==> src/logic/dpt_defs.vh <==
`ifndef DPT_DEFS_VH
`define DPT_DEFS_VH
`define DPT_LANES        4
`define DPT_BITS         8
`define DPT_TAP_W        7
`define DPT_TAP_MAX      7'h7f
`define DPT_VREF_HALF    8'h80
`define DPT_LOCK_WAIT    16'h0040
`define DPT_ALIGN_WAIT   16'h0010
`define DPT_PASS_MIN     7'h04
`endif

==> src/logic/dpt_delay_mem.v <==
`timescale 1ns/10ps
// Small memory of per-bit and per-lane delay values; read data is registered.
module dpt_delay_mem
(
	input  wire       clk,
	input  wire       wr_en,
	input  wire [5:0] wr_addr,
	input  wire [6:0] wr_data,
	input  wire [5:0] rd_addr,
	output reg  [6:0] rd_data
);
	reg [6:0] mem_q [0:63];

	always @(posedge clk)
	begin
		if (wr_en)
			mem_q[wr_addr] <= wr_data;
		rd_data <= mem_q[rd_addr];
	end
endmodule // dpt_delay_mem

==> src/logic/dpt_training_engine.v <==
`timescale 1ns/10ps
`include "dpt_defs.vh"
module dpt_training_engine
(
	input  wire        clk,
	input  wire        sys_rst,
	input  wire        pll_lock,
	input  wire        fast_sim,
	input  wire        wrlvl_en,
	input  wire        wrlvl_strobe,
	input  wire [3:0]  wrlvl_prime_dq,
	input  wire        rdlvl_gate_en,
	input  wire        rdlvl_en,
	input  wire [3:0]  gate_match,
	input  wire [31:0] rd_pass,
	input  wire [5:0]  dly_rd_addr,
	output reg         init_complete,
	output reg         pll_init,
	output reg         clk_switch,
	output reg  [7:0]  vref_code,
	output reg         hs_align,
	output reg         ck_align,
	output reg  [3:0]  wrlvl_resp,
	output reg  [3:0]  rdlvl_resp,
	output reg  [6:0]  lane_tap,
	output reg  [6:0]  dly_rd_data
);
	localparam ST_PLL    = 3'h0;
	localparam ST_SWITCH = 3'h1;
	localparam ST_HSALGN = 3'h2;
	localparam ST_CKALGN = 3'h3;
	localparam ST_READY  = 3'h4;

	reg  [2:0]  st_q;
	reg  [15:0] cnt_q;
	reg  [2:0]  lock_sync_q;
	reg  [2:0]  wl_sync_q [0:3];
	reg  [3:0]  wl_done_q;
	reg  [6:0]  wl_tap_q [0:3];
	reg  [3:0]  gate_done_q;
	reg  [6:0]  gate_tap_q;
	reg  [6:0]  sweep_q;
	reg  [6:0]  left_q [0:31];
	reg  [6:0]  run_q [0:31];
	reg  [31:0] in_pass_q;
	reg         eye_done_q;
	reg         wl_saved_q;
	reg         mem_we;
	reg  [5:0]  mem_wa;
	reg  [6:0]  mem_wd;
	wire [6:0]  mem_rd;
	wire        lock_ok = lock_sync_q[1] & lock_sync_q[2];
	integer     i;
	integer     j;

	// Centre of a passing window starting at left with the given length.
	function [6:0] dpt_centre;
		input [6:0] left;
		input [6:0] len;
		begin
			dpt_centre = left + {1'b0, len[6:1]};
		end
	endfunction

	dpt_delay_mem u_mem
	(
		.clk     (clk),
		.wr_en   (mem_we),
		.wr_addr (mem_wa),
		.wr_data (mem_wd),
		.rd_addr (dly_rd_addr),
		.rd_data (mem_rd)
	);

	// Clock bring-up runs without any controller involvement.
	always @(posedge clk)
	begin
		lock_sync_q <= {lock_sync_q[1:0], pll_lock};
		if (sys_rst)
		begin
			st_q          <= ST_PLL;
			cnt_q         <= 16'h0000;
			init_complete <= 1'b0;
			pll_init      <= 1'b0;
			clk_switch    <= 1'b0;
			vref_code     <= 8'h00;
			hs_align      <= 1'b0;
			ck_align      <= 1'b0;
		end
		else
		begin
			case (st_q)
			ST_PLL:
			begin
				pll_init <= 1'b1;
				if (lock_ok)
				begin
					cnt_q <= cnt_q + 16'h0001;
					if (cnt_q == `DPT_LOCK_WAIT)
					begin
						st_q  <= ST_SWITCH;
						cnt_q <= 16'h0000;
					end
				end
				else
					cnt_q <= 16'h0000;
			end
			ST_SWITCH:
			begin
				clk_switch <= 1'b1;
				vref_code  <= `DPT_VREF_HALF;
				st_q       <= ST_HSALGN;
			end
			ST_HSALGN:
			begin
				cnt_q <= cnt_q + 16'h0001;
				if (cnt_q == `DPT_ALIGN_WAIT)
				begin
					hs_align <= 1'b1;
					cnt_q    <= 16'h0000;
					st_q     <= ST_CKALGN;
				end
			end
			ST_CKALGN:
			begin
				cnt_q <= cnt_q + 16'h0001;
				if (cnt_q == `DPT_ALIGN_WAIT)
				begin
					ck_align <= 1'b1;
					st_q     <= ST_READY;
				end
			end
			ST_READY:
				init_complete <= 1'b1;
			default:
				st_q <= ST_PLL;
			endcase
		end
	end

	// Per-lane write leveling; prime DQ bits come from the pins.
	// One process for all lanes keeps a single driver on each lane vector.
	always @(posedge clk)
	begin
		for (j = 0; j < `DPT_LANES; j = j + 1)
		begin
			wl_sync_q[j] <= {wl_sync_q[j][1:0], wrlvl_prime_dq[j]};
			if (sys_rst)
			begin
				wl_done_q[j]  <= 1'b0;
				wl_tap_q[j]   <= 7'h00;
				wrlvl_resp[j] <= 1'b0;
			end
			else if (!wrlvl_en || fast_sim || !init_complete)
				wrlvl_resp[j] <= 1'b0;
			else if (!wl_done_q[j])
			begin
				// A stable sampled 1 marks the 0-to-1 edge after stepping from 0.
				if (wl_sync_q[j][1] & wl_sync_q[j][2])
					wl_done_q[j] <= 1'b1;
				else if (wrlvl_strobe && wl_tap_q[j] != `DPT_TAP_MAX)
					wl_tap_q[j] <= wl_tap_q[j] + 7'h01;
			end
			else if (wrlvl_strobe)
				wrlvl_resp[j] <= &wl_done_q;
		end
	end

	// Eye training and the write-level save share the tap sweep counter; gate training steps gate_tap_q.
	always @(posedge clk)
	begin
		mem_we <= 1'b0;
		mem_wa <= 6'h00;
		mem_wd <= 7'h00;
		if (sys_rst)
		begin
			gate_done_q <= 4'h0;
			gate_tap_q  <= 7'h00;
			sweep_q     <= 7'h00;
			eye_done_q  <= 1'b0;
			wl_saved_q  <= 1'b0;
			in_pass_q   <= 32'h0;
			rdlvl_resp  <= 4'h0;
			lane_tap    <= 7'h00;
			for (i = 0; i < 32; i = i + 1)
			begin
				left_q[i] <= 7'h00;
				run_q[i]  <= 7'h00;
			end
		end
		else if (rdlvl_gate_en && init_complete)
		begin
			for (i = 0; i < `DPT_LANES; i = i + 1)
				if (gate_match[i])
					gate_done_q[i] <= 1'b1;
			if (!(&gate_done_q))
				gate_tap_q <= gate_tap_q + 7'h01;
			rdlvl_resp <= {4{&gate_done_q}};
		end
		else if (rdlvl_en && init_complete && !fast_sim)
		begin
			if (!eye_done_q)
			begin
				for (i = 0; i < 32; i = i + 1)
				begin
					in_pass_q[i] <= rd_pass[i];
					if (rd_pass[i] && !in_pass_q[i] && run_q[i] == 7'h00)
						left_q[i] <= sweep_q;
					// Saturate so a window spanning every tap does not wrap to zero.
					if (rd_pass[i] && run_q[i] != `DPT_TAP_MAX)
						run_q[i] <= run_q[i] + 7'h01;
				end
				sweep_q <= sweep_q + 7'h01;
				if (sweep_q == `DPT_TAP_MAX)
				begin
					eye_done_q <= 1'b1;
					sweep_q    <= 7'h00;
				end
			end
			else if (sweep_q[5] == 1'b0)
			begin
				mem_we  <= 1'b1;
				mem_wa  <= {1'b0, sweep_q[4:0]};
				mem_wd  <= (run_q[sweep_q[4:0]] < `DPT_PASS_MIN) ? 7'h00 :
					dpt_centre(left_q[sweep_q[4:0]], run_q[sweep_q[4:0]]);
				sweep_q <= sweep_q + 7'h01;
			end
			else
				rdlvl_resp <= 4'hf;
		end
		else if (wrlvl_en && !(&wl_done_q))
			rdlvl_resp <= 4'h0;
		else if (&wl_done_q && !wl_saved_q)
		begin
			// Park each lane's leveled delay in the upper memory half.
			mem_we  <= 1'b1;
			mem_wa  <= {4'h8, sweep_q[1:0]};
			mem_wd  <= wl_tap_q[sweep_q[1:0]];
			rdlvl_resp <= 4'h0;
			if (sweep_q[1:0] == 2'h3)
			begin
				wl_saved_q <= 1'b1;
				sweep_q    <= 7'h00;
			end
			else
				sweep_q <= sweep_q + 7'h01;
		end
		else
		begin
			rdlvl_resp <= 4'h0;
			if (!rdlvl_en)
			begin
				eye_done_q <= 1'b0;
				sweep_q    <= 7'h00;
			end
		end
		lane_tap <= gate_tap_q;
		dly_rd_data <= mem_rd;
	end
endmodule // dpt_training_engine

==> config.mk <==
export PLATFORM = sky130hd
export DESIGN_NAME = dpt_training_engine
export DESIGN_NICKNAME = d
export VERILOG_FILES = /design/src/logic/dpt_delay_mem.v /design/src/logic/dpt_training_engine.v
export VERILOG_INCLUDE_DIRS = /design/src /design/src/logic
export SDC_FILE = /design/constraint.sdc
export NUM_CORES = 1
export LEC_CHECK = 0
export ABC_CLOCK_PERIOD_IN_PS = 3680
export BUFFER_PORTS_ARGS = -buffer_cell sky130_fd_sc_hd__clkbuf_2
export CORE_MARGIN = 4
export CORE_UTILIZATION = 30
export CTS_CLUSTER_SIZE = 40
export DETAILED_ROUTE_END_ITERATION = 12
export PLACE_DENSITY_LB_ADDON = 0.15
export SLEW_MARGIN = 25
export SYNTH_ARGS = -nofsm -noshare
export SYNTH_HDL_FRONTEND = slang
export SYNTH_HIERARCHICAL = 1
export SYNTH_SLANG_ARGS = --single-unit
==> constraint.sdc <==
create_clock -name clk -period 3.68 [get_ports clk]
set_input_delay 0.92 -clock clk [delete_from_list [all_inputs] [get_ports clk]]
set_output_delay 0.92 -clock clk [all_outputs]
set_load 0.01 [all_outputs]
After elaboration in Yosys (flattened, before gate mapping)
Memory sizes are Yosys's and may differ from the RTL's. A register that Yosys moved wholly into a read port is not among the register bits.
Index checks and enable logic that the tools add are counted.
{ "op_classes": {"n_lt_le_gt_ge": 1, "reduce_logical": 200, "add_sub_neg": 40, "eq_ne": 55, "n_bitwise": 79, "mux": 537} }
{ "op_table": {"columns": ["cell", "count"], "rows": [
  ["$mux 7", 82],
  ["$mux 1", 431],
  ["$add 7x1->7 const B", 38],
  ["$ne 7x7->1 const B", 36],
  ["$logic_not 7->1", 32],
  ["$logic_and 1x1->1", 105],
  ["$or 1x1->1", 68],
  ["$mux 16", 3],
  ["$pmux 16 s3", 1],
  ["$logic_not 1->1", 37],
  ["$mux 5", 6],
  ["$reduce_and 2->1", 12],
  ["$mux 6", 3],
  ["$add 16x1->16 const B", 1],
  ["$eq 16x5->1 const B", 1],
  ["$eq 16x7->1 const B", 1],
  ["$mux 4", 4],
  ["$reduce_and 4->1", 4],
  ["$pmux 3 s5", 1],
  ["$mux 3", 4],
  ["$ne 2x2->1 const B", 6],
  ["$reduce_and 5->1", 2],
  ["$ne 3x3->1 const B", 3],
  ["$add 7x6->7", 1],
  ["other kinds (16)", 30]
]} }
{ "word_totals": {"inputBits": 54, "ram_bits": 936, "mem_count": 5, "output_inout_bits": 35, "elab_cells": 946, "reg_bits": 119} }
{ "memory_table": {"columns": ["memory", "words", "width", "rd", "rd_ports_with_merged_regs", "write_ports", "line", "text"], "rows": [
  ["u_mem.mem_q", 64, 7, 1, 1, 1, "dpt_delay_mem.v:12", "reg [6:0] mem_q [0:63];"],
  ["left_q", 32, 7, 1, 1, 32, "dpt_training_engine.v:43", "reg [6:0] left_q [0:31];"],
  ["run_q", 32, 7, 33, 1, 32, "dpt_training_engine.v:44", "reg [6:0] run_q [0:31];"],
  ["wl_tap_q", 4, 7, 5, 1, 4, "dpt_training_engine.v:39", "reg [6:0] wl_tap_q [0:3];"],
  ["wl_sync_q", 4, 3, 4, 0, 4, "dpt_training_engine.v:37", "reg [2:0] wl_sync_q [0:3];"]
]} }

Depth between registers and ports, before layout
Gate-level depths: netlist of the first run.
{ "logic_depth": {"depth_word": 10, "depth_mapped": 19, "mapped_depth_nobuf": 13} }

Modules after synthesis
Netlist of the first run, hierarchy kept.
{ "modules_own_cells": {"columns": ["mod", "cells_each", "n_inst", "area_each_um2"], "rows": [
  ["dpt_training_engine", 2441, 1, 29359.4],
  ["dpt_delay_mem", 834, 1, 17658.2]
]} }

Worst setup path after synthesis of the first run
Ideal clock, no wire load.
{ "synth_timing": {"path_kind": "register to register", "start": "register (tool-made name)", "end": "register mem_wd[6]", "n_path_buf": 5, "arrival_ps": 3885, "synth_period_minus_slack_ps": 4003, "path_slack_ps": -323, "setup_ps": 118, "t_required_ps": 3562, "stages_incl_launch_ff": 19, "cell_sequence": "dfxtp_1 -> buf_2 -> buf_2 -> buf_2 -> buf_2 -> clkbuf_1 -> mux4_2 -> mux4_2 -> mux2_2 -> ha_1 -> inv_1 -> fa_1 -> nor2b_1 -> o21ai_0 -> nand2b_1 -> a21o_1 -> a21oi_1 -> xor2_1 -> o21ai_1"} }
{ "synth_rtl": {"columns": ["item", "line", "text"], "rows": [
  ["end signal: assignment", "dpt_training_engine.v:224", "mem_wd <= (run_q[sweep_q[4:0]] < `DPT_PASS_MIN) ? 7'h00 :"],
  ["end signal: assignment", "dpt_training_engine.v:238", "mem_wd <= wl_tap_q[sweep_q[1:0]];"],
  ["end: declaration", "dpt_training_engine.v:50", "reg [6:0] mem_wd;"]
]} }

==> results.md, run 1 <==
- DIE HEIGHT: 404 um
- Die width: 404 um
- Largest net degree at the start of global routing: 85
- Fin nets: 3612
- Leak: 0.0171 uW
- Starting Density: 30.1%
- Least-Margin Pin Slew: 0.964 ns
- Clk_skew: 0.0926 ns
- Synthesized flop and latch total: 1064
- Post-synth EDFFs: 924
- Drt pass-1 iters: 5
- Seq pwr share: 50.4%
- Total power: 26900 uW
- Ys Warns: 6
- DRT antenna net count: 0
- Die Area: 163000 um^2
- Reg clk slew, reported paths: 0.06 ns
- Worst r2r path cells: 14
- IO Pins: 89
- Initial DRC count: 1848
- Post-Synthesis Cell Area: 47000 um^2
- Cell Pwr Density: 491 nW/um^2
- FFs w/ async S/R, synth: 0%
- WL per Instance: 22.4 um
- Max-slew violations: 0
- Outcome: completed
- Skew-Pair Late Insertion Delay: 0.77 ns
- Root cell of the clock tree: clkbuf_16
- RSZ-0062 raised after global routing: false
- Hold Path Cell Cnt: 1
- Logic pwr share: 4.6%
- HPWL Detailed: 86.0 mm
- Final GP Congestion: 0.772
- Hold path endpoint: wl_sync_q[2][0]
- Total track usage: 15.5%
- Post-detailed-route DRC marker count: 0
- Max cap viols: 0
- CTS Buffer Depth: 3
- CP max stage cell: mux4_2
- CP Cell Sequence: buf_12, mux4_2, mux4_2, mux2_2, ha_1, inv_1, fa_1, nor2b_1, o21ai_0, nand2b_1, a21o_1, a21oi_1, xor2_1, o21ai_1
- Htree depth: 3
- Most frequent CP cell: mux4_2
- CP peak stage delay: 0.58 ns
- Std-Cell Core Area: 156000 um^2
- Clk network pwr share: 45.0%
- Worst path arrival time: 4.12 ns
- Fillers: 15100
- Crit start category: flop
- Final worst path period share: 94.6%
- Ys flop type: edfxtp_1
- Via density: 4.88
- Sequential-to-total area share from yosys stat: 65.0%
- Crit path time final: 3.48 ns
- Global route total overflow: 0
- Critical path type: flop to flop
- Layout cells sized above 1: 19.1%
- Synth cell types: 62
- Clk sink count: 1064
- Net switching fraction of the power: 22.8%
- Initial antenna violation count: 4
- Reg2reg end: mem_wd[6]
- CTS tree: done
- CTS Buf Count: 121
- NetSw: 6130 uW
- Worst-path fanout max: 18
- Hold_buf cts: 0
- Worst path required time: 4.32 ns
- Syn Area/Cell: 14.4 um^2
- Via Count: 27500
- R2R setup slack: 0.20 ns
- Area grow syn2layout: 16.4%
- Internal Pwr Total: 20700 uW
- Worst Hold Class: input port to flop
- Fin. Hold Viols: 0
- Min-delay src: wrlvl_prime_dq[2]
- Drt total wl: 127 mm
- First-pass GRT wire length: 189 mm
- Final setup fails: 0
- Max Clk Rate: 0.287 GHz
- Syn Inst Count: 3275
- Worst vdd ir: 0.407 mV
- Max_slew headroom: 35.7%
- Setup TNS: 0 ns
- Input/output buffers: 81
- Vias in the first global route: 27900
- Cell Rows: 145
- Worst setup EP type: flop
## flip-flops by register name (all words and copies together), names as in the netlist, 12 cells and up, named ones only
name,flops
wl_tap_q,28
left_q,224
wl_sync_q,12
cnt_q,16
in_pass_q,32
run_q,224
u_mem/mem_q,448
## worst max-delay path: cells and delay by family (launching register included)
kind            cells  cell delay (ns)
mux                 3             1.41
compound gates      4             0.57
flops               1             0.40
fa+ha+maj           2             0.38
buf+inv             2             0.29
xor+xnor            1             0.16
simple gates        2             0.15
## metrics by stage
step / std cells / worst slack [ns] / utilization, % / hold WS [ns] / cell area (um^2)
global route: 5641 / 0.0118 / 35.1 / 0.240 / 54700
detailed placement: 5412 / 0.161 / 32.5 / 0.314 / 50700
finish: 5643 / 0.200 / 35.1 / 0.290 / 54700
floorplan: 3281 / 0.00927 / - / 0.310 / 47100
global placement: 5412 / 0.0920 / 32.5 / 0.314 / 50700
CTS: 5641 / 0.142 / 35.1 / 0.224 / 54700
## per-layer routing
metal / global-route usage, % / part of all wire, % / up-vias
met5: 0 / 0 / -
met4: 4.33 / 2.6 / 0
met3: 2.63 / 4.7 / 185
li1: - / - / 12700
met1: 21.3 / 45 / 14100
met2: 25.3 / 48 / 589
## how the worst max path moves through the flow
stage / endpoint / cells past startpoint
after global placement: mem_wd[6] / 14
after CTS: mem_wd[5] / 13
after global routing: mem_wd[6] / 14
after detailed placement: mem_wd[5] / 13
after floorplan: mem_wd[6] / 18
final: mem_wd[6] / 14
## power groups by stage
stage | registers (uW) | clock network, uW | logic [uW]
3_5_place_dp | 13800 | 0 | 1260
4_1_cts | 13500 | 12500 | 1260
6_report | 13500 | 12100 | 1240
3_3_place_gp | 13800 | 0 | 1260
2_1_floorplan | 13700 | 0 | 838
5_1_grt | 13600 | 13000 | 1350
## cell usage after synthesis (8+ instances only)
cell type	instances	area [um^2]
a211oi_1	10	75.1
a21oi_1	80	400
a221oi_1	11	96.3
a22oi_1	16	120
a31o_2	32	280
a31oi_1	12	75.1
a41o_1	8	80.1
and2_1	9	56.3
and3_1	13	81.3
buf_2	27	135
buf_4	22	165
clkbuf_1	90	338
dfxtp_1	140	2800
edfxtp_1	924	27700
ha_1	80	1000
inv_1	111	417
mux2_2	10	113
mux2i_1	51	510
mux4_1	25	657
mux4_2	207	4660
nand2_1	190	713
nand2b_1	46	288
nand3_1	146	731
nand4_1	35	219
nor2_1	561	2110
nor2b_1	33	206
nor3_1	34	170
nor4_1	16	100
nor4b_1	22	193
o211ai_1	8	60.1
o21ai_0	29	145
o21bai_1	9	67.6
o22ai_1	13	81.3
or3_1	16	100
xnor2_1	88	771
xor2_1	83	727
## cells by family after synthesis
group	Yosys count	share of synthesized area, %
fa+ha+maj	81	2.17
mux	293	12.6
xor+xnor	171	3.19
simple gates	1147	11.0
buf+inv	263	2.46
compound gates	255	3.58
flops	1064	65.0
other cells	1	0.00798
## area by class of cell
cell class,count,area [um^2],area share (%)
clock inverter,73,656,1.20
sequential,1064,30600,55.8
timing repair buffer,224,1750,3.20
clock buffer,156,3410,6.23
tap,2058,2570,4.70
multi-input combinational,1954,15400,28.0
inverter,112,420,0.768
antenna,2,5.00,0.00914
## placed cells by master, fill, tap and decap left out, types with 10 or more instances in the layout
cell / instances
edfxtp_1: 924
nor2_1: 559
mux4_2: 207
nand2_1: 190
nand3_1: 146
dfxtp_1: 129
clkbuf_16: 129
buf_4: 124
inv_1: 111
xnor2_1: 88
xor2_1: 83
a21oi_1: 80
ha_1: 80
clkbuf_2: 78
mux2i_1: 50
nand2b_1: 46
nand4_1: 35
nor3_1: 34
nor2b_1: 33
a31o_2: 32
o21ai_0: 29
clkinv_1: 26
clkinv_2: 26
mux4_1: 25
nor4b_1: 22
buf_12: 20
clkbuf_1: 19
a22oi_1: 16
nor4_1: 16
or3_1: 15
and3_1: 13
o22ai_1: 13
a31oi_1: 12
mux2_2: 10
a211oi_1: 10
a221oi_1: 10
## repair_timing
action,CTS,global route
resized for setup,0,2
endpoints found under the setup margin,0,2
buffers inserted,0,0
Power figures use the tool's default switching activity.
==> run 2: changes to the inputs <==
Settings changed: CORE_MARGIN 4 to 2, TNS_END_PERCENT from default to 1.
==> run 2 against run 1 <==
Against the previous run: critical path type unchanged; routed wire length hardly changed; worst setup slack worse by 0.052 ns; power is 0.57% lower; via count hardly changed; sequential share of layout area hardly changed.
==> results.md, run 2 (synthesis gave the netlist of run 1 again) <==
- WL per Instance: 22.4 um
- Fin. Hold Viols: 0
- ANT cells: 0
- Largest Register: u_mem/mem_q
- Initial antenna violation count: 1
- Worst-path fanout max: 8
- Root cell of the clock tree: clkbuf_16
- Final GP Congestion: 0.780
- Max Clk Rate: 0.283 GHz
- Worst vdd ir: 0.432 mV
- Max reg flops: 448
- HPWL Detailed: 86.0 mm
- Fillers: 15100
- WP depth: 14
- Worst path required time: 4.30 ns
- CP Cell Sequence: buf_4, clkbuf_16, buf_4, buf_4, mux4_2, mux4_2, mux2_2, ha_1, o21ai_0, nand2b_1, a21o_1, a21oi_2, xor2_1, o21ai_1
- Worst r2r path cells: 14
- CTS tree: done
- Final worst path period share: 96.0%
- Final core utilization: 35.1%
- Most frequent cells in the layout: edfxtp_1 (924), nor2_1 (559), mux4_2 (207)
- Area grow syn2layout: 16.4%
- RSZ-0062 raised after global routing: false
- Cell Pwr Density: 488 nW/um^2
- Critical path type: flop to flop
- Place WS: 0.127 ns
- First-pass GRT wire length: 188 mm
- Fin nets: 3624
- CTS Buffer Depth: 3
- Global route total overflow: 0
- Total power: 26700 uW
- Largest net degree at the start of global routing: 80
- Largest delay share family, worst path: multiplexers
- Final WS setup: 0.147 ns
- Via Count: 27500
- IO Pins: 89
- Max_slew headroom: 41.8%
- Worst path arrival time: 4.16 ns
- Vias in the first global route: 27600
- CP max stage cell: mux4_2
- Initial DRC count: 1934
- Die width: 400 um
- Hold_buf cts: 0
- Crit path time final: 3.53 ns
- CTS Buf Count: 119
- Area of the multi-input gates: 15400 um^2
- Total track usage: 15.8%
- NetSw: 6050 uW
- Std-Cell Core Area: 156000 um^2
- Most frequent CP cell: buf_4
- R2R setup slack: 0.15 ns
- Biggest regs: u_mem/mem_q: 448 flops, left_q: 224 flops, run_q: 224 flops
- DIE HEIGHT: 400 um
- Setup TNS: 0 ns
- DRT antenna net count: 0
- Leak: 0.0171 uW
- Cell Rows: 145
- Crit start category: flop
- Logic pwr share: 4.7%
- Clk_skew: 0.0667 ns
- Post-detailed-route DRC marker count: 0
- Worst setup EP type: flop
- Starting Density: 30.2%
- Net switching fraction of the power: 22.7%
- Reg2reg end: mem_wd[6]
- Internal Pwr Total: 20700 uW
- Final setup fails: 0
- Outcome: completed
- Worst Hold Class: input port to flop
- CP peak stage delay: 0.52 ns
- Die Area: 160000 um^2
- Htree depth: 3
- Reg clk slew, reported paths: 0.06 ns
- Register Area: 30600 um^2
- Skew-Pair Late Insertion Delay: 0.75 ns
- CP endpoint: mem_wd[6]
- Clk network pwr share: 44.6%
- Max-slew violations: 0
- Drt pass-1 iters: 5
- Via density: 4.87
- Layout cells sized above 1: 19.4%
- Input/output buffers: 81
- Most common cell after layout, fill and taps aside: edfxtp_1
- Drt total wl: 127 mm
- Least-Margin Pin Slew: 0.873 ns
- Bufs and invs on worst path: 4
- Seq pwr share: 50.7%
- Clk sink count: 1064
- Max cap viols: 0
-- run 2: cell types whose count changed in the layout (fill, tap and decap cells not counted), sizes merged --
cell,change
buf,+10
bufinv,+3
clkbuf,-2
clkinv,-13
diode,-2
inv,+8
-- run 2: cell type report --
cell class,count,area share (%)
clock buffers,150,5.93
clock inverters,71,1.21
inverters,112,0.768
multi-input cells,1954,28.1
flip-flops and latches,1064,55.9
well taps,2058,4.71
repair buffers,238,3.45
-- run 2: power by group through the flow --
stage          logic, uW  clock network, uW  registers, uW
2_1_floorplan        838                  0          13700
3_3_place_gp        1240                  0          13800
6_report            1260              11900          13500
4_1_cts             1250              12300          13500
3_5_place_dp        1240                  0          13800
5_1_grt             1380              12800          13600
-- run 2: how the worst min path moves through the flow --
stage | from | end | slack [ns] | cells after the start
global placement | wl_sync_q[1][0] | wl_sync_q[1][1] | 0.31 | 0
finish | wrlvl_prime_dq[3] | wl_sync_q[3][0] | 0.29 | 1
floorplan | u_mem/rd_data[0] | dly_rd_data[0] | 0.31 | 0
CTS | wrlvl_prime_dq[3] | wl_sync_q[3][0] | 0.21 | 1
global route | wrlvl_prime_dq[3] | wl_sync_q[3][0] | 0.24 | 1
detailed placement | u_mem/rd_data[2] | dly_rd_data[2] | 0.31 | 0
-- run 2: routing by layer --
layer	GRT usage [%]	up-vias	wire length, um
met2	26.0	517	60900
met3	2.16	144	4850
met1	22.2	14100	58600
met4	3.66	2	2160
li1	-	12700	-
met5	0	-	7
-- run 2: metrics by stage --
stage | std cells | hold slack, ns | cell area [um^2]
final | 5647 | 0.292 | 54700
after global routing | 5647 | 0.239 | 54700
after CTS | 5625 | 0.212 | 54500
after detailed placement | 5404 | 0.314 | 50600
after global placement | 5404 | 0.313 | 50600
after floorplan | 3281 | 0.310 | 47100
-- run 2: repair_timing --
action,4_1_cts,5_1_grt
buffers inserted,0,19
hold endpoints to repair,0,0
resized for setup,0,4
endpoints found under the setup margin,0,1
==> run 3: changes to the inputs <==
Settings changed: ABC_CLOCK_PERIOD_IN_PS 3680 to 2950.
Clock period 3.68 ns to 2.95 ns, I/O delays scaled along.
==> run 3 against run 2 <==
Against the previous run: the flow now finishes with violations (negative setup slack); final cell count increased by 4.5%; via count increased by 2.9%; die area stayed put; critical path type unchanged; critical endpoint is now mem_wd[5].
==> results.md, run 3 (synthesis gave the netlist of run 1 again) <==
- Outcome: complete, but fails checks
- Failing checks: negative setup slack
- GR Layer Usage met3: 2.09%
- Worst path arrival time: 3.99 ns
- GR peak layer: met2
- Fillers: 14800
- Worst-path fanout max: 6
- Largest delay share family, worst path: multiplexers
- Htree depth: 3
- CTS Buf Count: 120
- Most frequent cells in the layout: edfxtp_1 (924), nor2_1 (558), buf_4 (356)
- Starting Density: 30.2%
- Register Area: 30600 um^2
- Worst path required time: 3.54 ns
- Worst setup EP type: flop
- Final core utilization: 36.7%
- Grt met1 use: 22.0%
- Bufs and invs on worst path: 4
- GR met2 Demand/Resource: 26.4%
- Fin nets: 3871
- Drt pass-1 iters: 5
- Input/output buffers: 81
- Drt total wl: 129 mm
- Max-slew violations: 0
- Area grow syn2layout: 21.6%
- CP Cell Sequence: buf_12, buf_12, buf_8, mux4_2, mux4_2, mux2_4, ha_4, buf_4, a21o_1, a21o_1, a21o_1, a21oi_2, xor2_1, o21ai_1
- Vias in the first global route: 28400
- Most frequent CP cell: a21o_1
- Largest Register: u_mem/mem_q
- Skew-Pair Late Insertion Delay: 0.78 ns
- Max Clk Rate: 0.294 GHz
- Fin. Hold Viols: 0
- Worst r2r path cells: 14
- WP depth: 14
- Max reg flops: 448
- Initial antenna violation count: 4
- Global route total overflow: 0
- Reg clk slew, reported paths: 0.06 ns
- Total track usage: 16.0%
- WL per Instance: 21.8 um
- Crit path time final: 3.40 ns
- Die width: 400 um
- Via Count: 28300
- IO Pins: 89
- CP max stage cell: mux4_2
- Via density: 4.80
- Hold Path Cell Cnt: 1
- Leak: 0.0185 uW
- Worst vdd ir: 0.516 mV
- Final WS setup: -0.448 ns
- Critical path type: flop to flop
- CP peak stage delay: 0.51 ns
- Hold Slack: 0.0697 ns
- Worst Hold Class: input port to flop
- CTS Buffer Depth: 3
- HPWL Detailed: 89.5 mm
- Largest net degree at the start of global routing: 65
- Place WS: -0.579 ns
- Max cap viols: 0
- Final worst path period share: 115%
- Layout cells sized above 1: 25.1%
- Clk sink count: 1064
- Root cell of the clock tree: clkbuf_16
- Initial DRC count: 1969
- Most common cell after layout, fill and taps aside: edfxtp_1
- Max_slew headroom: 45.7%
- Final GP Congestion: 0.793
- Final setup fails: 7
- Biggest regs: u_mem/mem_q: 448 flops, left_q: 224 flops, run_q: 224 flops
- Least-Margin Pin Slew: 0.814 ns
- DRT antenna net count: 0
- Area of the multi-input gates: 15400 um^2
- Design Area, Final: 57200 um^2
- First-pass GRT wire length: 190 mm
- Placed Area: 52800 um^2
- Crit start category: flop
- CTS tree: done
- Cell Rows: 145
- Clk_skew: 0.118 ns
- DIE HEIGHT: 400 um
- Std-Cell Core Area: 156000 um^2
- RSZ-0062 raised after global routing: true
- Post-detailed-route DRC marker count: 0
- Die Area: 160000 um^2
- Cell Pwr Density: 596 nW/um^2
-- run 3: changes by cell type in the layout (fill, tap and decap cells not counted), moves of 4 or more --
cell,delta
clkinvlp_4,+4
mux2_2,-4
inv_6,-6
mux2_4,+4
buf_12,+23
buf_4,+219
mux4_1,-7
mux4_2,+7
clkbuf_8,+8
buf_6,+4
-- run 3: layout make-up --
| class | instances | area share, % |
|---|---|---|
| Timing Repair Buffer | 484 | 7.03 |
| Multi-Input combinational cell | 1954 | 27.0 |
| Inverter | 112 | 0.736 |
| Sequential cell | 1064 | 53.5 |
| Clock inverter | 63 | 1.15 |
| Clock buffer | 164 | 6.07 |
| Tap cell | 2058 | 4.51 |
| Antenna cell | 1 | 0.00438 |
-- run 3: report_power, final --
part,total (uW),internal (uW),switching [uW]
clock,15400,8890,6460
combinational,1900,909,994
sequential,16800,16600,247
total,34100,26400,7700
-- run 3: worst paths after layout --
| path | startpoint | to | slack, ns |
|---|---|---|---|
| worst max-delay path | flop | mem_wd[5] | -0.45 |
| worst min register to register | u_mem/rd_data[4] | dly_rd_data[4] | 0.33 |
| worst max register to register | flop | mem_wd[5] | -0.45 |
| worst min-delay path | wrlvl_prime_dq[0] | wl_sync_q[0][0] | 0.07 |
-- run 3: metal layers --
| metal | wire length, um | vias to the layer above | share of wire (%) |
|---|---|---|---|
| li1 | - | 13200 | - |
| met1 | 59200 | 14400 | 46 |
| met2 | 61700 | 497 | 48 |
| met3 | 4520 | 177 | 3.5 |
| met4 | 3360 | 6 | 2.6 |
| met5 | 39 | - | 0.030 |
-- run 3: through the flow --
step	total power, uW	setup TNS (ns)	std cells
after detailed placement	19000	-3.35	5662
final	34100	-1.45	5900
after floorplan	18100	-1.43	3281
after global placement	19000	-3.20	5662
after CTS	34500	-2.15	5891
after global routing	35300	-2.10	5899
-- run 3: worst register-to-register path, cell delays in order (launching register included) --
cell,delay [ns]
dfxtp_4,0.35
buf_12,0.14
buf_12,0.15
buf_8,0.12
mux4_2,0.51
mux4_2,0.49
mux2_4,0.30
ha_4,0.16
buf_4,0.12
a21o_1,0.16
a21o_1,0.18
a21o_1,0.18
a21oi_2,0.14
xor2_1,0.15
o21ai_1,0.09
-- run 3: what timing repair did --
item / 4_1_cts / 5_1_grt
gates cloned: 0 / 2
hold buffers: 0 / 0
setup buffers: 2 / 6
pin swaps: 0 / 5
endpoints found under the setup margin: 7 / 7
resized for setup: 9 / 23
